<file path="src/core/rbt_cfg.svh">
/*
 * Constants of the registered bus transceiver: register offsets, field
 * positions, reset values, scan opcodes and synchroniser depth.
 * Assumes inclusion by bare name from the package and the top module.
 */
`ifndef RBT_CFG_SVH
`define RBT_CFG_SVH
`define RBT_CLK_PERIOD_NS 10
`define RBT_SYNC_STAGES 2
`define RBT_BUS_W 8
`define RBT_FIFO_DEPTH 4
`define RBT_APB_AW 8
`define RBT_OFS_CTRL 8'h00
`define RBT_OFS_STATUS 8'h04
`define RBT_OFS_FIFO 8'h08
`define RBT_OFS_SIG 8'h0C
`define RBT_CTRL_LOG_BIT 0
`define RBT_CTRL_RESET 32'h0000_0001
`define RBT_FIFO_VALID_BIT 8
`define RBT_STAT_TEST_BIT 16
`define RBT_STAT_DROP_BIT 17
`define RBT_STAT_TAP_LSB 20
`define RBT_IR_W 8
`define RBT_IR_BYPASS 8'hFF
`define RBT_IR_SAMPLE 8'h82
`define RBT_IR_EXTEST 8'h00
`define RBT_IR_PSA 8'h8A
`define RBT_IR_OUTPUT_PATTERN_GENERATION 8'h8B
`define RBT_BSR_W 18
`define RBT_SIG_W 16
`define RBT_SIG_RESET 16'h0001
`define RBT_SIG_TAPS 16'hB400
`endif

</file>
<file path="src/core/rbt_pkg.sv">
/*
 * Types of the registered bus transceiver.
 * Assumes rbt_cfg.svh is on the include path.
 */
`include "rbt_cfg.svh"
package rbt_pkg;
	typedef enum logic [3:0] {
		TAP_RESET = 4'b0000, TAP_IDLE = 4'b0001, TAP_SEL_DR = 4'b0010,
		TAP_CAP_DR = 4'b0011, TAP_SH_DR = 4'b0100, TAP_EX1_DR = 4'b0101,
		TAP_PAU_DR = 4'b0110, TAP_EX2_DR = 4'b0111, TAP_UPD_DR = 4'b1000,
		TAP_SEL_IR = 4'b1001, TAP_CAP_IR = 4'b1010, TAP_SH_IR = 4'b1011,
		TAP_EX1_IR = 4'b1100, TAP_PAU_IR = 4'b1101, TAP_EX2_IR = 4'b1110,
		TAP_UPD_IR = 4'b1111
	} rbt_tap_t;
endpackage

</file>
<file path="src/core/rbt_top.sv">
/*
 * Octal registered bus transceiver with scan test port, capture FIFO
 * and APB register slave; the FIFO module sits first in this file.
 * Assumes transceiver and scan pins asynchronous and APB pins synchronous to REF_CLK_I (100 MHz) and that the
 * bench resolves each bus wire from the _O and _OE_O pairs.
 */
// Local design decisions: the APB slave port and the placing of the registers.
// Notes on behaviour
// - A rising A-to-B capture clock loads the A pins into the A store.
// - With the A-to-B select low, live A data goes to the B outputs.
// - With the A-to-B select high, the A store goes to the B outputs.
// - B pins are driven only while the B output enable is high.
// - B-to-A works the same way with its own clock and select.
// - A pins are driven while the active-low A enable is low.
// - Each store captures on every rising edge of its own clock whatever the enables.
// - B driven from A with both clocks rising loads A data in both.
// - A driven from B with both clocks rising loads B data in both.
// - Both selects high and both enables on drive both stores out.
// - Test mode hands every pin to the boundary-scan logic; the code hands over only the bus drivers and their enables.
// - Scan use in normal mode leaves the transceiver undisturbed.
// - Scan offers input signature compression and output patterns.
// - The test logic is run only by its four dedicated pins.
// - Test logic samples on test clock rise; TDO changes on its fall, scan-driven bus pins after the rise.
`timescale 1ns/100ps
`include "rbt_cfg.svh"
module rbt_fifo #(
	parameter int W = 8,
	parameter int D = 4
) (
	input wire logic clk_i,
	input wire logic rst_n_i,
	input wire logic in_valid_i,
	output logic in_ready_o,
	input wire logic [W-1:0] in_data_i,
	output logic out_valid_o,
	input wire logic out_ready_i,
	output logic [W-1:0] out_data_o
);
	localparam int AW = (D > 1) ? $clog2(D) : 1;
	logic [W-1:0] mem [D];
	logic [AW-1:0] wr_ptr;
	logic [AW-1:0] rd_ptr;
	logic [AW:0] count;
	wire push = in_valid_i && in_ready_o;
	wire pop = out_valid_o && out_ready_i;
	assign in_ready_o = (count != (AW+1)'(D));
	assign out_valid_o = (count != '0);
	assign out_data_o = mem[rd_ptr];
	function automatic logic [AW-1:0] inc(input logic [AW-1:0] p);
		return (p == (AW)'(D - 1)) ? '0 : p + 1'b1;
	endfunction
	always_ff @(posedge clk_i)
		if (push)
			mem[wr_ptr] <= in_data_i;
	always_ff @(posedge clk_i or negedge rst_n_i)
		if (!rst_n_i)
		begin
			wr_ptr <= '0;
			rd_ptr <= '0;
			count <= '0;
		end
		else
		begin
			if (push)
				wr_ptr <= inc(wr_ptr);
			if (pop)
				rd_ptr <= inc(rd_ptr);
			count <= count + (AW+1)'(push) - (AW+1)'(pop);
		end
endmodule

`timescale 1ns/100ps
module rbt_top
	import rbt_pkg::*;
#(
	parameter int BUS_W = `RBT_BUS_W,
	parameter int FIFO_DEPTH = `RBT_FIFO_DEPTH
) (
	// Clock and reset
	input wire logic REF_CLK_I,
	input wire logic RST_N_I,
	// Transceiver controls
	input wire logic A_TO_B_CAPTURE_CLOCK_I,
	input wire logic B_TO_A_CAPTURE_CLOCK_I,
	input wire logic A_TO_B_SOURCE_SELECT_I,
	input wire logic B_TO_A_SOURCE_SELECT_I,
	input wire logic B_SIDE_OUTPUT_ENABLE_I,
	input wire logic A_SIDE_OUTPUT_ENABLE_N_I,
	// A bus
	input wire logic [BUS_W-1:0] A_SIDE_BUS_I,
	output logic [BUS_W-1:0] A_SIDE_BUS_O,
	output logic A_SIDE_BUS_OE_O,
	// B bus
	input wire logic [BUS_W-1:0] B_SIDE_BUS_I,
	output logic [BUS_W-1:0] B_SIDE_BUS_O,
	output logic B_SIDE_BUS_OE_O,
	// Scan port
	input wire logic TEST_CLOCK_I,
	input wire logic TEST_MODE_SELECT_I,
	input wire logic TEST_DATA_I,
	output logic TEST_DATA_O,
	// APB slave
	input wire logic PSEL_I,
	input wire logic PENABLE_I,
	input wire logic PWRITE_I,
	input wire logic [`RBT_APB_AW-1:0] PADDR_I,
	input wire logic [31:0] PWDATA_I,
	output logic [31:0] PRDATA_O,
	output logic PREADY_O,
	output logic PSLVERR_O
);
	localparam int SW = 2 * BUS_W + 9;
	logic [SW-1:0] sync1;
	logic [SW-1:0] sync2;
	logic [2:0] prev_clk;
	logic [BUS_W-1:0] a_store;
	logic [BUS_W-1:0] b_store;
	rbt_tap_t tap;
	logic [`RBT_IR_W-1:0] ir_sh;
	logic [`RBT_IR_W-1:0] ir;
	logic [`RBT_BSR_W-1:0] bsr_sh;
	logic [`RBT_BSR_W-1:0] bsr_upd;
	logic [`RBT_SIG_W-1:0] sig;
	logic bypass_bit;
	logic [31:0] ctrl;
	logic drop;
	logic rd_fifo_ok;
	logic fifo_in_ready;
	logic fifo_out_valid;
	logic [2*BUS_W-1:0] fifo_out_data;
	logic apb_fifo_pop;

	// Pins pass two flops; only sync2 is read
	always_ff @(posedge REF_CLK_I or negedge RST_N_I)
		if (!RST_N_I)
		begin
			sync1 <= '0;
			sync2 <= '0;
			prev_clk <= '0;
		end
		else
		begin
			sync1 <= {TEST_CLOCK_I, TEST_MODE_SELECT_I, TEST_DATA_I,
				A_TO_B_CAPTURE_CLOCK_I, B_TO_A_CAPTURE_CLOCK_I,
				A_TO_B_SOURCE_SELECT_I, B_TO_A_SOURCE_SELECT_I,
				B_SIDE_OUTPUT_ENABLE_I, A_SIDE_OUTPUT_ENABLE_N_I,
				B_SIDE_BUS_I, A_SIDE_BUS_I};
			sync2 <= sync1;
			prev_clk <= {sync2[SW-1], sync2[SW-4], sync2[SW-5]};
		end

	wire [BUS_W-1:0] a_pin = sync2[BUS_W-1:0];
	wire [BUS_W-1:0] b_pin = sync2[2*BUS_W-1:BUS_W];
	wire a_side_output_enable_n_n = sync2[2*BUS_W];
	wire b_side_output_enable = sync2[2*BUS_W+1];
	wire b_to_a_source_select = sync2[2*BUS_W+2];
	wire a_to_b_source_select = sync2[2*BUS_W+3];
	wire ba_rise = sync2[2*BUS_W+4] && !prev_clk[0];
	wire ab_rise = sync2[2*BUS_W+5] && !prev_clk[1];
	wire tdi = sync2[SW-3];
	wire tms = sync2[SW-2];
	wire tck_rise = sync2[SW-1] && !prev_clk[2];
	wire tck_fall = !sync2[SW-1] && prev_clk[2];

	// Normal-mode selection
	wire [BUS_W-1:0] b_drive = a_to_b_source_select ? a_store : a_pin;
	wire [BUS_W-1:0] a_drive = b_to_a_source_select ? b_store : b_pin;
	wire a_oe_norm = !a_side_output_enable_n_n;
	// Driven pins read back what is driven so both stores see one value
	wire [BUS_W-1:0] a_cap = a_oe_norm ? a_drive : a_pin;
	wire [BUS_W-1:0] b_cap = b_side_output_enable ? b_drive : b_pin;

	// Each store loads on every rising edge of its own clock regardless of enables
	always_ff @(posedge REF_CLK_I or negedge RST_N_I)
		if (!RST_N_I)
		begin
			a_store <= '0;
			b_store <= '0;
		end
		else
		begin
			if (ab_rise)
				a_store <= a_cap;
			if (ba_rise)
				b_store <= b_cap;
		end

	// Scan test port
	function automatic rbt_tap_t tap_next(input rbt_tap_t s, input logic m);
		case (s)
			TAP_RESET: return m ? TAP_RESET : TAP_IDLE;
			TAP_IDLE: return m ? TAP_SEL_DR : TAP_IDLE;
			TAP_SEL_DR: return m ? TAP_SEL_IR : TAP_CAP_DR;
			TAP_CAP_DR: return m ? TAP_EX1_DR : TAP_SH_DR;
			TAP_SH_DR: return m ? TAP_EX1_DR : TAP_SH_DR;
			TAP_EX1_DR: return m ? TAP_UPD_DR : TAP_PAU_DR;
			TAP_PAU_DR: return m ? TAP_EX2_DR : TAP_PAU_DR;
			TAP_EX2_DR: return m ? TAP_UPD_DR : TAP_SH_DR;
			TAP_UPD_DR: return m ? TAP_SEL_DR : TAP_IDLE;
			TAP_SEL_IR: return m ? TAP_RESET : TAP_CAP_IR;
			TAP_CAP_IR: return m ? TAP_EX1_IR : TAP_SH_IR;
			TAP_SH_IR: return m ? TAP_EX1_IR : TAP_SH_IR;
			TAP_EX1_IR: return m ? TAP_UPD_IR : TAP_PAU_IR;
			TAP_PAU_IR: return m ? TAP_EX2_IR : TAP_PAU_IR;
			TAP_EX2_IR: return m ? TAP_UPD_IR : TAP_SH_IR;
			default: return m ? TAP_SEL_DR : TAP_IDLE;
		endcase
	endfunction

	function automatic logic [`RBT_SIG_W-1:0] lfsr(
		input logic [`RBT_SIG_W-1:0] v);
		return (v >> 1) ^ (v[0] ? `RBT_SIG_TAPS : '0);
	endfunction

	wire sel_bsr = (ir == `RBT_IR_SAMPLE) || (ir == `RBT_IR_EXTEST);
	wire sel_sig = (ir == `RBT_IR_PSA) || (ir == `RBT_IR_OUTPUT_PATTERN_GENERATION);
	wire test_mode = (ir == `RBT_IR_EXTEST) || (ir == `RBT_IR_OUTPUT_PATTERN_GENERATION);
	wire run_idle = (tap == TAP_IDLE);
	wire [`RBT_SIG_W-1:0] psa_in = {b_pin, a_pin};
	wire tdo_next = (tap == TAP_SH_IR) ? ir_sh[0] :
		sel_bsr ? bsr_sh[0] : sel_sig ? sig[0] : bypass_bit;

	always_ff @(posedge REF_CLK_I or negedge RST_N_I)
		if (!RST_N_I)
		begin
			tap <= TAP_RESET;
			ir <= `RBT_IR_BYPASS;
			ir_sh <= '0;
			bsr_sh <= '0;
			bsr_upd <= '0;
			sig <= `RBT_SIG_RESET;
			bypass_bit <= 1'b0;
		end
		else if (tck_rise)
		begin
			tap <= tap_next(tap, tms);
			case (tap)
				TAP_RESET: ir <= `RBT_IR_BYPASS;
				TAP_CAP_IR: ir_sh <= 8'h01;
				TAP_SH_IR: ir_sh <= {tdi, ir_sh[`RBT_IR_W-1:1]};
				TAP_UPD_IR: ir <= ir_sh;
				TAP_CAP_DR:
				begin
					bsr_sh <= {a_side_output_enable_n_n, b_side_output_enable, b_pin, a_pin};
					bypass_bit <= 1'b0;
				end
				TAP_SH_DR:
				begin
					bsr_sh <= {tdi, bsr_sh[`RBT_BSR_W-1:1]};
					bypass_bit <= tdi;
					if (sel_sig)
						sig <= {tdi, sig[`RBT_SIG_W-1:1]};
				end
				TAP_UPD_DR: if (sel_bsr) bsr_upd <= bsr_sh;
				TAP_IDLE:
					if (ir == `RBT_IR_PSA)
						sig <= lfsr(sig) ^ psa_in;
					else if (ir == `RBT_IR_OUTPUT_PATTERN_GENERATION)
						sig <= lfsr(sig);
				default: ;
			endcase
		end

	// Serial output moves on the falling test clock
	always_ff @(posedge REF_CLK_I or negedge RST_N_I)
		if (!RST_N_I)
			TEST_DATA_O <= 1'b0;
		else if (tck_fall)
			TEST_DATA_O <= tdo_next;

	// Pin drivers: scan owns them in test mode
	wire [BUS_W-1:0] scan_a = (ir == `RBT_IR_OUTPUT_PATTERN_GENERATION) ? sig[BUS_W-1:0] :
		bsr_upd[BUS_W-1:0];
	wire [BUS_W-1:0] scan_b = (ir == `RBT_IR_OUTPUT_PATTERN_GENERATION) ?
		sig[2*BUS_W-1:BUS_W] : bsr_upd[2*BUS_W-1:BUS_W];
	always_ff @(posedge REF_CLK_I or negedge RST_N_I)
		if (!RST_N_I)
		begin
			A_SIDE_BUS_O <= '0;
			B_SIDE_BUS_O <= '0;
			A_SIDE_BUS_OE_O <= 1'b0;
			B_SIDE_BUS_OE_O <= 1'b0;
		end
		else
		begin
			A_SIDE_BUS_O <= test_mode ? scan_a : a_drive;
			B_SIDE_BUS_O <= test_mode ? scan_b : b_drive;
			A_SIDE_BUS_OE_O <= test_mode ? !bsr_upd[`RBT_BSR_W-1] :
				a_oe_norm;
			B_SIDE_BUS_OE_O <= test_mode ? bsr_upd[`RBT_BSR_W-2] :
				b_side_output_enable;
		end

	// Capture log: each A-to-B capture while the FIFO has room queues both store images
	rbt_fifo #(.W(2 * BUS_W), .D(FIFO_DEPTH)) u_fifo (
		.clk_i(REF_CLK_I),
		.rst_n_i(RST_N_I),
		.in_valid_i(ab_rise && ctrl[`RBT_CTRL_LOG_BIT]),
		.in_ready_o(fifo_in_ready),
		.in_data_i({b_store, a_cap}),
		.out_valid_o(fifo_out_valid),
		.out_ready_i(apb_fifo_pop),
		.out_data_o(fifo_out_data)
	);

	// APB slave, zero wait states, read data sampled in setup
	wire apb_setup = PSEL_I && !PENABLE_I;
	wire apb_done = PSEL_I && PENABLE_I;
	wire hit_ctrl = (PADDR_I == `RBT_OFS_CTRL);
	wire hit_stat = (PADDR_I == `RBT_OFS_STATUS);
	wire hit_fifo = (PADDR_I == `RBT_OFS_FIFO);
	wire hit_sig = (PADDR_I == `RBT_OFS_SIG);
	wire hit_any = hit_ctrl || hit_stat || hit_fifo || hit_sig;
	assign apb_fifo_pop = apb_done && !PWRITE_I && hit_fifo && rd_fifo_ok;
	wire [31:0] stat_word = {8'h00, tap, 2'b00, drop, test_mode,
		b_store, a_store};
	wire [31:0] fifo_word = {15'h0000, fifo_out_valid, fifo_out_data};
	wire [31:0] rd_word = hit_ctrl ? ctrl : hit_stat ? stat_word :
		hit_fifo ? fifo_word : hit_sig ? {16'h0000, sig} : 32'h0000_0000;
	assign PREADY_O = 1'b1;
	assign PSLVERR_O = apb_done && !hit_any;

	always_ff @(posedge REF_CLK_I or negedge RST_N_I)
		if (!RST_N_I)
		begin
			ctrl <= `RBT_CTRL_RESET;
			PRDATA_O <= '0;
			rd_fifo_ok <= 1'b0;
			drop <= 1'b0;
		end
		else
		begin
			if (apb_setup)
			begin
				PRDATA_O <= PWRITE_I ? 32'h0000_0000 : rd_word;
				rd_fifo_ok <= fifo_out_valid;
			end
			if (apb_done && PWRITE_I && hit_ctrl)
				ctrl <= PWDATA_I;
			if (ab_rise && ctrl[`RBT_CTRL_LOG_BIT] && !fifo_in_ready)
				drop <= 1'b1;
			else if (apb_done && PWRITE_I && hit_stat &&
				PWDATA_I[`RBT_STAT_DROP_BIT])
				drop <= 1'b0;
		end
endmodule

</file>
<file path="config.mk">
export PLATFORM = sky130hd
export DESIGN_NAME = rbt_top
export DESIGN_NICKNAME = d
export VERILOG_FILES = /design/src/core/rbt_pkg.sv /design/src/core/rbt_top.sv
export VERILOG_INCLUDE_DIRS = /design/src /design/src/core
export SDC_FILE = /design/constraint.sdc
export NUM_CORES = 1
export LEC_CHECK = 0
export ABC_CLOCK_PERIOD_IN_PS = 2500
export BUFFER_PORTS_ARGS = -buffer_cell sky130_fd_sc_hd__buf_4
export CAP_MARGIN = 20
export CORE_ASPECT_RATIO = 1.2
export CORE_UTILIZATION = 45
export CTS_BUF_LIST = sky130_fd_sc_hd__clkbuf_16
export DETAILED_ROUTE_END_ITERATION = 10
export PLACE_DENSITY = 0.74
export SYNTH_ARGS = -nofsm -noshare
export SYNTH_HDL_FRONTEND = slang
export SYNTH_SLANG_ARGS = --single-unit
</file>
<file path="constraint.sdc">
create_clock -name REF_CLK_I -period 2.5 [get_ports REF_CLK_I]
set_input_delay 0 -clock REF_CLK_I [delete_from_list [all_inputs] [get_ports REF_CLK_I]]
set_output_delay 0 -clock REF_CLK_I [all_outputs]
set_load 0.02 [all_outputs]
</file>
# After elaboration in Yosys (flattened, before gate mapping)
# Memories as Yosys holds them, arrays and structs flattened.
# Cells that the tools add are included.
# classes
n_addsub,4
n_eq_ne,26
muxes,46
bitwise,2
n_reduce_logical,50
# ops
operator,n
$mux 16,5
$mux 32,2
$mux 8,8
$pmux 4 s11,1
$pmux 18 s2,1
$eq 4x4->1 const B,8
$pmux 16 s2,1
$pmux 8 s2,2
$eq 8x8->1 const B,3
$mux 24,1
$logic_and 1x1->1,18
$mux 17,1
$eq 4x3->1 const B,4
$eq 8x4->1 const B,2
$logic_not 8->1,2
$mux 4,4
$xor 15x16->16,1
$xor 16x16->16,1
$mux 1,12
$logic_not 1->1,10
$mux 2,5
$reduce_bool 2->1,5
$eq 4x2->1 const B,2
$eq 8x3->1 const B,1
17 further kinds,28
# totals
ff_bits,234
mem_bits_rw,64
input_bits,70
output_inout_bits,53
elab_cells,153
n_memories,1
# mem_list
memory,words,width,read_ports,rd_clocked_by_memory_dff,wr,line_no,text
u_fifo.mem,4,16,1,0,1,rbt_top.sv:40,logic [W-1:0] mem [D];

# Longest topological paths before layout
# Gate-level depths: netlist of run 1.
# logic_depth
word_depth,6
mapped_depth,12

# Modules after synthesis
# Synthesis of run 1 repeated with hierarchy kept, for this count alone.
# hier_totals
cells_unflattened,981
hier_area_um2,12549.5
# by_module_without_submodules
mod,n_inst,cells_each,area_per_inst_um2,seq_area_each_um2
rbt_top,1,859,9794.4,5693.0
rbt_fifo,1,122,2755.1,2097.0

# Worst setup path before layout of run 1
# Ideal clock, no wire load.
# synth_path
path_type,input port to flip-flop
startpoint,input port PADDR_I[1]
endpoint,register u_fifo.count[2]
setup_ns,0.125
t_arrival_ns,2.375
setup_slack_ns,-0.001
cell_stages,10
n_path_buf,0
path_cell_list,or4_1 > or3_1 > nor3_1 > ha_1 > inv_1 > ha_1 > inv_1 > fa_1 > xnor2_1 > xnor2_1
# synth_via
elab_chain_len,5
# synth_rtl
element,line_no,text
from (decl),rbt_top.sv:106,"input wire logic [`RBT_APB_AW-1:0] PADDR_I,"
$eq 8x4->1 (no line),n/a,
$logic_and 1x1->1 (2 in a row),rbt_top.sv:314,assign apb_fifo_pop = apb_done && !PWRITE_I && hit_fifo && rd_fifo_ok;
$logic_and 1x1->1,rbt_top.sv:45,wire pop = out_valid_o && out_ready_i;
net u_fifo.pop,rbt_top.sv:45,
$sub 3x1->3,rbt_top.sv:68,count <= count + (AW+1)'(push) - (AW+1)'(pop);
to (signal assigned),rbt_top.sv:68,
to (decl),rbt_top.sv:43,logic [AW:0] count;
# The timed path passes the listed nets, and every way through them passes these cells.
# A chain may end at the register's enable or synchronous reset.

# Final worst setup path of run 1
# layout_path
startpoint,register u_fifo.count[1]
endpoint,register u_fifo.count[2]
# layout_via
word_cells_on_any_way,6
cone_classes,2 x add/sub; 1 x eq/ne; 3 x reduce/logical
# layout_lines
element,line_no,text
$reduce_bool 3->1,rbt_top.sv:47,assign out_valid_o = (count != '0);
$logic_and 1x1->1,rbt_top.sv:45,
net u_fifo.pop,rbt_top.sv:45,
$sub 3x1->3,rbt_top.sv:68,
# The timed path passes the listed nets, and every way through them passes these cells.

==> flow_summary.json, run 1 <==
{
  "path_class": "flip-flop to flip-flop",
  "rows": 66,
  "clkPwrFrac_pct": 35.7,
  "fillers": 2185,
  "switchingPower_mw": 3.130,
  "cts-buffers-inserted": 30,
  "core_area_um2": 27170,
  "ir_worst_vdd_uv": 395.7,
  "grt_use_met3_pct": 2.492,
  "htreeDepth": 1,
  "fin_ws_ns": 0.2220,
  "worstSkewPairLatency_ns": 0.55,
  "power_frac_comb_pct": 14.4,
  "place_ws_ns": -0.05708,
  "grt_max_degree": 72,
  "slew_headroom_pct": 46.34,
  "num_io_pins": 123,
  "start_kind": "flip-flop",
  "finalHoldViolCount": 0,
  "drive_gt1_share_pct": 27.76,
  "power_density_nw_per_um2": 752.3,
  "gp_congestion": 0.8915,
  "cts_root_buf": "clkbuf_16",
  "cp_max_fo": 4,
  "grt_antenna_before_repair": 0,
  "cts_setup_buffers": 0,
  "p_seq_share_pct": 49.9,
  "dieArea_um2": 28440,
  "hold_class": "primary input to async pin",
  "finalNetCount": 1232,
  "synthFlopType": "dfrtp_1",
  "hpwl_um": 18970,
  "die_h_um": 184.5,
  "p_sw_share_pct": 26.92,
  "grt_use_total_pct": 20.60,
  "cts.path.max_buffers": 3,
  "slew_violations": 0,
  "setup_viol": 0,
  "clkTransAtPathRegs_ns": 0.06,
  "worst_pin_slew_ns": 0.8048,
  "drv_cap": 0,
  "fmax_mhz": 439.0,
  "grt_pass1_vias": 8300,
  "tns_ns": 0,
  "post_synth.cell_area_avg_um2": 13.00,
  "cp.arrival_ns": 2.74,
  "grt_pass1_wl_um": 46220,
  "via_per_inst": 5.414,
  "first_pass_iters": 5,
  "critPathCaptureType": "flip-flop",
  "die_x_um": 154.1,
  "cts_tree": "yes",
  "portBuffers": 121,
  "timing.final.crit_share_pct": 91.12,
  "worstPathRequired_ns": 2.96,
  "final_area_um2": 15460,
  "fin_hold_ws_ns": 0.01862,
  "synth.distinct_cells": 63,
  "synth-seq-cells": 298,
  "busiest_layer": "met2",
  "placed_area_um2": 13880,
  "drtAntennaViolNets": 0,
  "power_leakage_nw": 6.809,
  "vias": 8219,
  "use_met1_pct": 28.08,
  "syn_area_um2": 12490,
  "internal_power_mw": 8.498,
  "outcome": "finished clean",
  "postSynthNetCount": 1039,
  "yosys_warnings": 0,
  "clock-sinks": 298,
  "synthCells": 961,
  "start_util_pct": 45.98,
  "seq_area_frac_synth_pct": 62.35,
  "num_antenna_cells": 0,
  "synth-edff-count": 64,
  "drtIter0Drc": 554,
  "wl_per_cell_um": 18.63,
  "rsz0062_at_grt": "no",
  "post-route-drc-count": 0,
  "synthArstFlopShare_pct": 78.52,
  "syn2layout_area_growth_pct": 23.72,
  "fin_crit_ns": 2.278,
  "grt_overflow": 0,
  "use_met2_pct": 33.45,
  "fin_skew_ns": 0.01567,
  "wl_um": 28280
}
[power groups by stage]
stage | Combinational (mW) | Clock [mW] | Sequential, mW
6_report | 1.67 | 4.16 | 5.80
5_1_grt | 1.84 | 4.45 | 5.86
2_1_floorplan | 1.02 | 0 | 5.76
4_1_cts | 1.68 | 4.26 | 5.80
3_3_place_gp | 1.56 | 0 | 5.86
3_5_place_dp | 1.59 | 0 | 5.89
[critical path, cell delays in order (launching register included)]
cell	delay [ns]
dfrtp_2	0.41
nor3_1	0.07
or2_2	0.31
nor3_2	0.19
ha_1	0.25
inv_1	0.05
ha_1	0.13
inv_1	0.05
fa_1	0.40
xnor2_1	0.19
xnor2_1	0.14
[registers in the layout (all words and copies together), names as in the netlist, 2 cells and up]
name           cells
ir                 8
b_store            8
PRDATA_O          32
A_SIDE_BUS_O       8
prev_clk           3
u_fifo.rd_ptr      2
u_fifo.mem        64
sync1             25
bsr_upd           18
sig               16
ir_sh              8
tap                4
bsr_sh            18
u_fifo.count       3
a_store            8
ctrl              32
B_SIDE_BUS_O       8
sync2             25
u_fifo.wr_ptr      2
[Yosys cell counts (3+ instances only)]
master	n	share of area, %
dfrtp_1	224	45
nand2_1	103	3.1
o21ai_0	88	3.5
edfxtp_1	64	15
mux2_2	58	5.2
clkbuf_1	50	1.5
nor2_1	32	0.96
mux2_4	30	3.6
mux2i_1	27	2.2
inv_1	24	0.72
o31ai_1	18	1.1
a21oi_1	17	0.68
a22oi_1	16	0.96
mux4_2	16	2.9
o22ai_1	16	0.80
nand3_1	15	0.60
nand4_1	14	0.70
xor2_1	12	0.84
a22o_1	11	0.77
dfstp_2	10	2.1
o22a_1	9	0.63
nor3_1	8	0.32
ha_1	7	0.70
nor2b_1	7	0.35
o2111ai_1	7	0.49
nand2b_1	5	0.25
a31oi_1	4	0.20
and2_1	4	0.20
and3_1	4	0.20
buf_1	4	0.12
nor4_1	4	0.20
o311ai_0	4	0.28
or3_1	4	0.20
buf_12	3	0.48
o211ai_1	3	0.18
or2_2	3	0.15
or4_1	3	0.18
xnor2_1	3	0.21
[logic make-up after synthesis]
kind of cell,count (synthesis),synth area share (%)
buffers and inverters,88,3.205
other,1,0.03002
DFF,298,62.35
and+or+nand+nor,220,8.493
xor gates and xnor gates,15,1.052
AOI/OAI and AO/OA,200,10.13
adders and majority gates,8,0.8613
muxes,131,13.88
[metal layers]
metal | wire [um] | vias up
met4 | 1101 | 0
met1 | 12370 | 4050
li1 | - | 3881
met3 | 1322 | 62
met5 | 0 | -
met2 | 13480 | 226
[worst paths after layout]
| path | startpoint | depth (start not counted) | endpoint | slack, ns |
|---|---|---|---|---|
| max in group asynchronous | RST_N_I | 3 | ctrl[0] | 1.70 |
| min in group REF_CLK_I | PADDR_I[3] | 5 | PRDATA_O[16] | 0.04 |
| hold reg to reg | sync1[24] | 0 | sync2[24] | 0.34 |
| setup reg to reg | u_fifo.count[1] | 10 | u_fifo.count[2] | 0.22 |
| setup / recovery | u_fifo.count[1] | 10 | u_fifo.count[2] | 0.22 |
| hold / removal | RST_N_I | 2 | ctrl[12] | 0.02 |
[final cells by class]
type                       instances  area (um^2)  share of cell area (%)
sequential                       298         7791                   50.41
tap                              340        425.4                   2.752
clock inverter                    25        140.1                  0.9067
timing repair buffer             223         1897                   12.27
multi-input combinational        575         4329                   28.01
clock buffer                      31        775.7                   5.019
inverter                          26        97.59                  0.6314
[timing repair]
item	4_1_cts	5_1_grt
setup endpoints to repair	0	1
resized for setup	0	1
hold buffers	66	0
hold endpoints to repair	315	0
[layout by cell type (no fill, tap or decap), drive strengths merged, types with 5 or more instances in the layout]
master,synthesis,final
dfrtp,224,224
buf,11,157
nand2,103,103
o21ai,88,88
mux2,88,88
dlygate4sd3,0,66
edfxtp,64,64
inv,25,36
nor2,32,32
clkbuf,51,31
mux2i,27,27
o31ai,18,18
a21oi,17,17
a22oi,16,16
mux4,16,16
o22ai,16,16
nand3,15,15
nand4,14,14
xor2,12,12
clkinv,1,12
a22o,11,11
dfstp,10,10
o22a,9,9
nor3,9,9
nor2b,7,7
o2111ai,7,7
ha,7,7
nand2b,5,5
[per-stage QoR]
stage	utilization, %	total power [mW]	instances
after floorplan	-	6.774	961
after global placement	51.08	7.418	1396
after detailed placement	51.08	7.479	1396
after CTS	56.89	11.74	1518
after global routing	56.89	12.15	1518
final	56.89	11.63	1518
No activity file was read; power rests on OpenSTA's default activity.
==> inputs of run 2 (changes only) <==
--- a/config.mk
+++ b/config.mk
@@ -6,14 +6,14 @@
 export SDC_FILE = /design/constraint.sdc
 export NUM_CORES = 1
 export LEC_CHECK = 0
-export ABC_CLOCK_PERIOD_IN_PS = 2500
+export ABC_CLOCK_PERIOD_IN_PS = 2100
 export BUFFER_PORTS_ARGS = -buffer_cell sky130_fd_sc_hd__buf_4
 export CAP_MARGIN = 20
 export CORE_ASPECT_RATIO = 1.2
 export CORE_UTILIZATION = 45
 export CTS_BUF_LIST = sky130_fd_sc_hd__clkbuf_16
 export DETAILED_ROUTE_END_ITERATION = 10
-export PLACE_DENSITY = 0.74
+export PLACE_DENSITY = 0.71
 export SYNTH_ARGS = -nofsm -noshare
 export SYNTH_HDL_FRONTEND = slang
 export SYNTH_SLANG_ARGS = --single-unit
==> constraint.sdc (replaced) <==
create_clock -name REF_CLK_I -period 2.1 [get_ports REF_CLK_I]
set_input_delay 0 -clock REF_CLK_I [delete_from_list [all_inputs] [get_ports REF_CLK_I]]
set_output_delay 0 -clock REF_CLK_I [all_outputs]
set_load 0.02 [all_outputs]
==> flow_summary.json, run 2 (synthesis gave the netlist of run 1 again) <==
{
  "outcome": "finished with violations",
  "violations": "negative setup slack",
  "ir_worst_vdd_uv": 571.2,
  "power_leakage_nw": 6.965,
  "critPathSlowestCell": "dfrtp_1",
  "first_pass_iters": 5,
  "syn2layout_area_growth_pct": 26.22,
  "vias": 8230,
  "wl_um": 28030,
  "r2r-start": "u_fifo.count[0]",
  "regArea_um2": 7790,
  "die_h_um": 184.5,
  "fillers": 2216,
  "setup_viol": 1,
  "power.total_mw": 14.33,
  "worst_path_largest_cell_delay_ns": 0.37,
  "final_area_um2": 15770,
  "r2r-end": "u_fifo.count[2]",
  "grt_antenna_before_repair": 0,
  "dp.cells": 1406,
  "cp.arrival_ns": 2.53,
  "final_cell_mix": "224 x dfrtp_1, 157 x buf_4, 103 x nand2_1, 88 x o21ai_0",
  "cp_max_fo": 2,
  "grt_pass1_vias": 8461,
  "critPathCaptureType": "flip-flop",
  "post-route-drc-count": 0,
  "grt_max_degree": 73,
  "hpwl_um": 18960,
  "fmax_mhz": 475.8,
  "grt_use_total_pct": 20.49,
  "worstSkewPairLatency_ns": 0.55,
  "dieArea_um2": 28440,
  "rsz0062_at_grt": "yes",
  "hold_path_startpoint": "PENABLE_I",
  "gp_congestion": 0.8768,
  "worstHoldEndpoint": "rd_fifo_ok",
  "cts_tree": "yes",
  "drv_cap": 0,
  "final_common_cell": "dfrtp_1",
  "drive_gt1_share_pct": 29.10,
  "reg_top3": "u_fifo.mem x64, PRDATA_O x32, ctrl x32",
  "clock-sinks": 298,
  "core_area_um2": 27170,
  "drtIter0Drc": 484,
  "cts-buffers-inserted": 30,
  "start_kind": "flip-flop",
  "fin_skew_ns": 0.01816,
  "hold_class": "primary input to flip-flop",
  "r2r_cells": 10,
  "die_x_um": 154.1,
  "placed_area_um2": 14080,
  "fin_crit_ns": 2.102,
  "cts_root_buf": "clkbuf_16",
  "path_class": "flip-flop to flip-flop",
  "slew_violations": 0,
  "hold_depth": 4,
  "fin_hold_ws_ns": 0.03858,
  "via_per_inst": 5.383,
  "finalNetCount": 1243,
  "htreeDepth": 1,
  "grt_overflow": 0,
  "slew_headroom_pct": 45.05,
  "place_ws_ns": -0.3809,
  "worstPathRequired_ns": 2.53,
  "multi_input_area_um2": 4373,
  "cts.path.max_buffers": 3,
  "power_density_nw_per_um2": 909.0,
  "wl_per_cell_um": 18.33,
  "instances_no_fill": 1529,
  "largest_reg_flops": 64,
  "grt_pass1_wl_um": 45800,
  "portBuffers": 121,
  "num_io_pins": 123,
  "drtAntennaViolNets": 0,
  "finalHoldViolCount": 0,
  "num_antenna_cells": 0,
  "rows": 66,
  "rrSetupSlack_ns": -0.002,
  "crit_chain": "nor3_2 -> or2_4 -> nor3_4 -> ha_1 -> inv_1 -> ha_1 -> inv_1 -> fa_2 -> xnor2_2 -> xnor2_1",
  "regMostFlops": "u_fifo.mem",
  "worst_pin_slew_ns": 0.8243,
  "timing.final.crit_share_pct": 100.1,
  "fin_ws_ns": -0.001651,
  "start_util_pct": 45.98,
  "clkTransAtPathRegs_ns": 0.06
}
run 2: cell types whose count changed in the layout (fill, tap and decap cells not counted), moves of 2 or more:
cell           change
buf_12             +8
buf_4              +5
bufinv_16          +2
clkbuf_16          +2
clkinv_1           +3
clkinv_2           -2
clkinvlp_4         -2
dlygate4sd3_1      -2
inv_1              -4
run 2: stage by stage:
| step | util [%] | setup TNS (ns) |
|---|---|---|
| 3_3_place_gp | 51.81 | -1.546 |
| 5_1_grt | 58.04 | -0.1256 |
| 4_1_cts | 58.01 | -0.002853 |
| 6_report | 58.04 | -0.001651 |
| 2_1_floorplan | - | -0.3453 |
| 3_5_place_dp | 51.81 | -2.543 |
run 2: critical path: cells and delay by family (launching register included):
kind	cells	cell delay [ns]
XOR/XNOR	2	0.26
adder cells (fa/ha/maj)	3	0.73
buffers and inverters	2	0.11
flip-flops	1	0.37
AND/OR/NAND/NOR	3	0.50
run 2: final cells by class:
class                      count  area share, %
sequential                   298          49.40
multi-input combinational    575          27.73
timing repair buffer         234          13.16
clock buffer                  33          5.237
tap                          340          2.698
clock inverter                23          1.158
inverter                      26         0.6189
run 2: layer usage:
| layer | vias to the layer above | GRT usage [%] | part of all wire (%) |
|---|---|---|---|
| met5 | - | 0 | 0 |
| met4 | 0 | 7.640 | 3.2 |
| met3 | 50 | 2.775 | 4.9 |
| met2 | 237 | 34.40 | 49 |
| met1 | 4044 | 27.20 | 43 |
| li1 | 3899 | - | - |
run 2: power breakdown:
group	switching [mW]	total [mW]	internal, mW	leakage [nW]
Sequential	0.468	6.90	6.43	3.58
Clock	2.18	5.36	3.18	0.521
Combinational	1.11	2.08	0.972	2.87
Total	3.75	14.3	10.6	6.96
run 2: worst max path at each step:
stage                         start         endpoint  slack [ns]  depth (start not counted)
floorplan                PADDR_I[1]  u_fifo.count[2]       -0.21                         10
global route        u_fifo.count[0]  u_fifo.count[2]        -0.1                         10
detailed placement       PADDR_I[1]  u_fifo.count[2]       -0.38                         11
finish              u_fifo.count[0]  u_fifo.count[2]      -0.002                         10
global placement         PADDR_I[1]  u_fifo.count[2]       -0.33                         11
CTS                 u_fifo.count[0]  u_fifo.count[2]      -0.003                         10
run 2: what timing repair did:
item,in CTS,in global routing
pin swaps,2,0
hold buffers,65,0
gates resized for setup,2,0
setup buffers,1,1
endpoints found under the setup margin,2,2
hold endpoints to repair,318,0
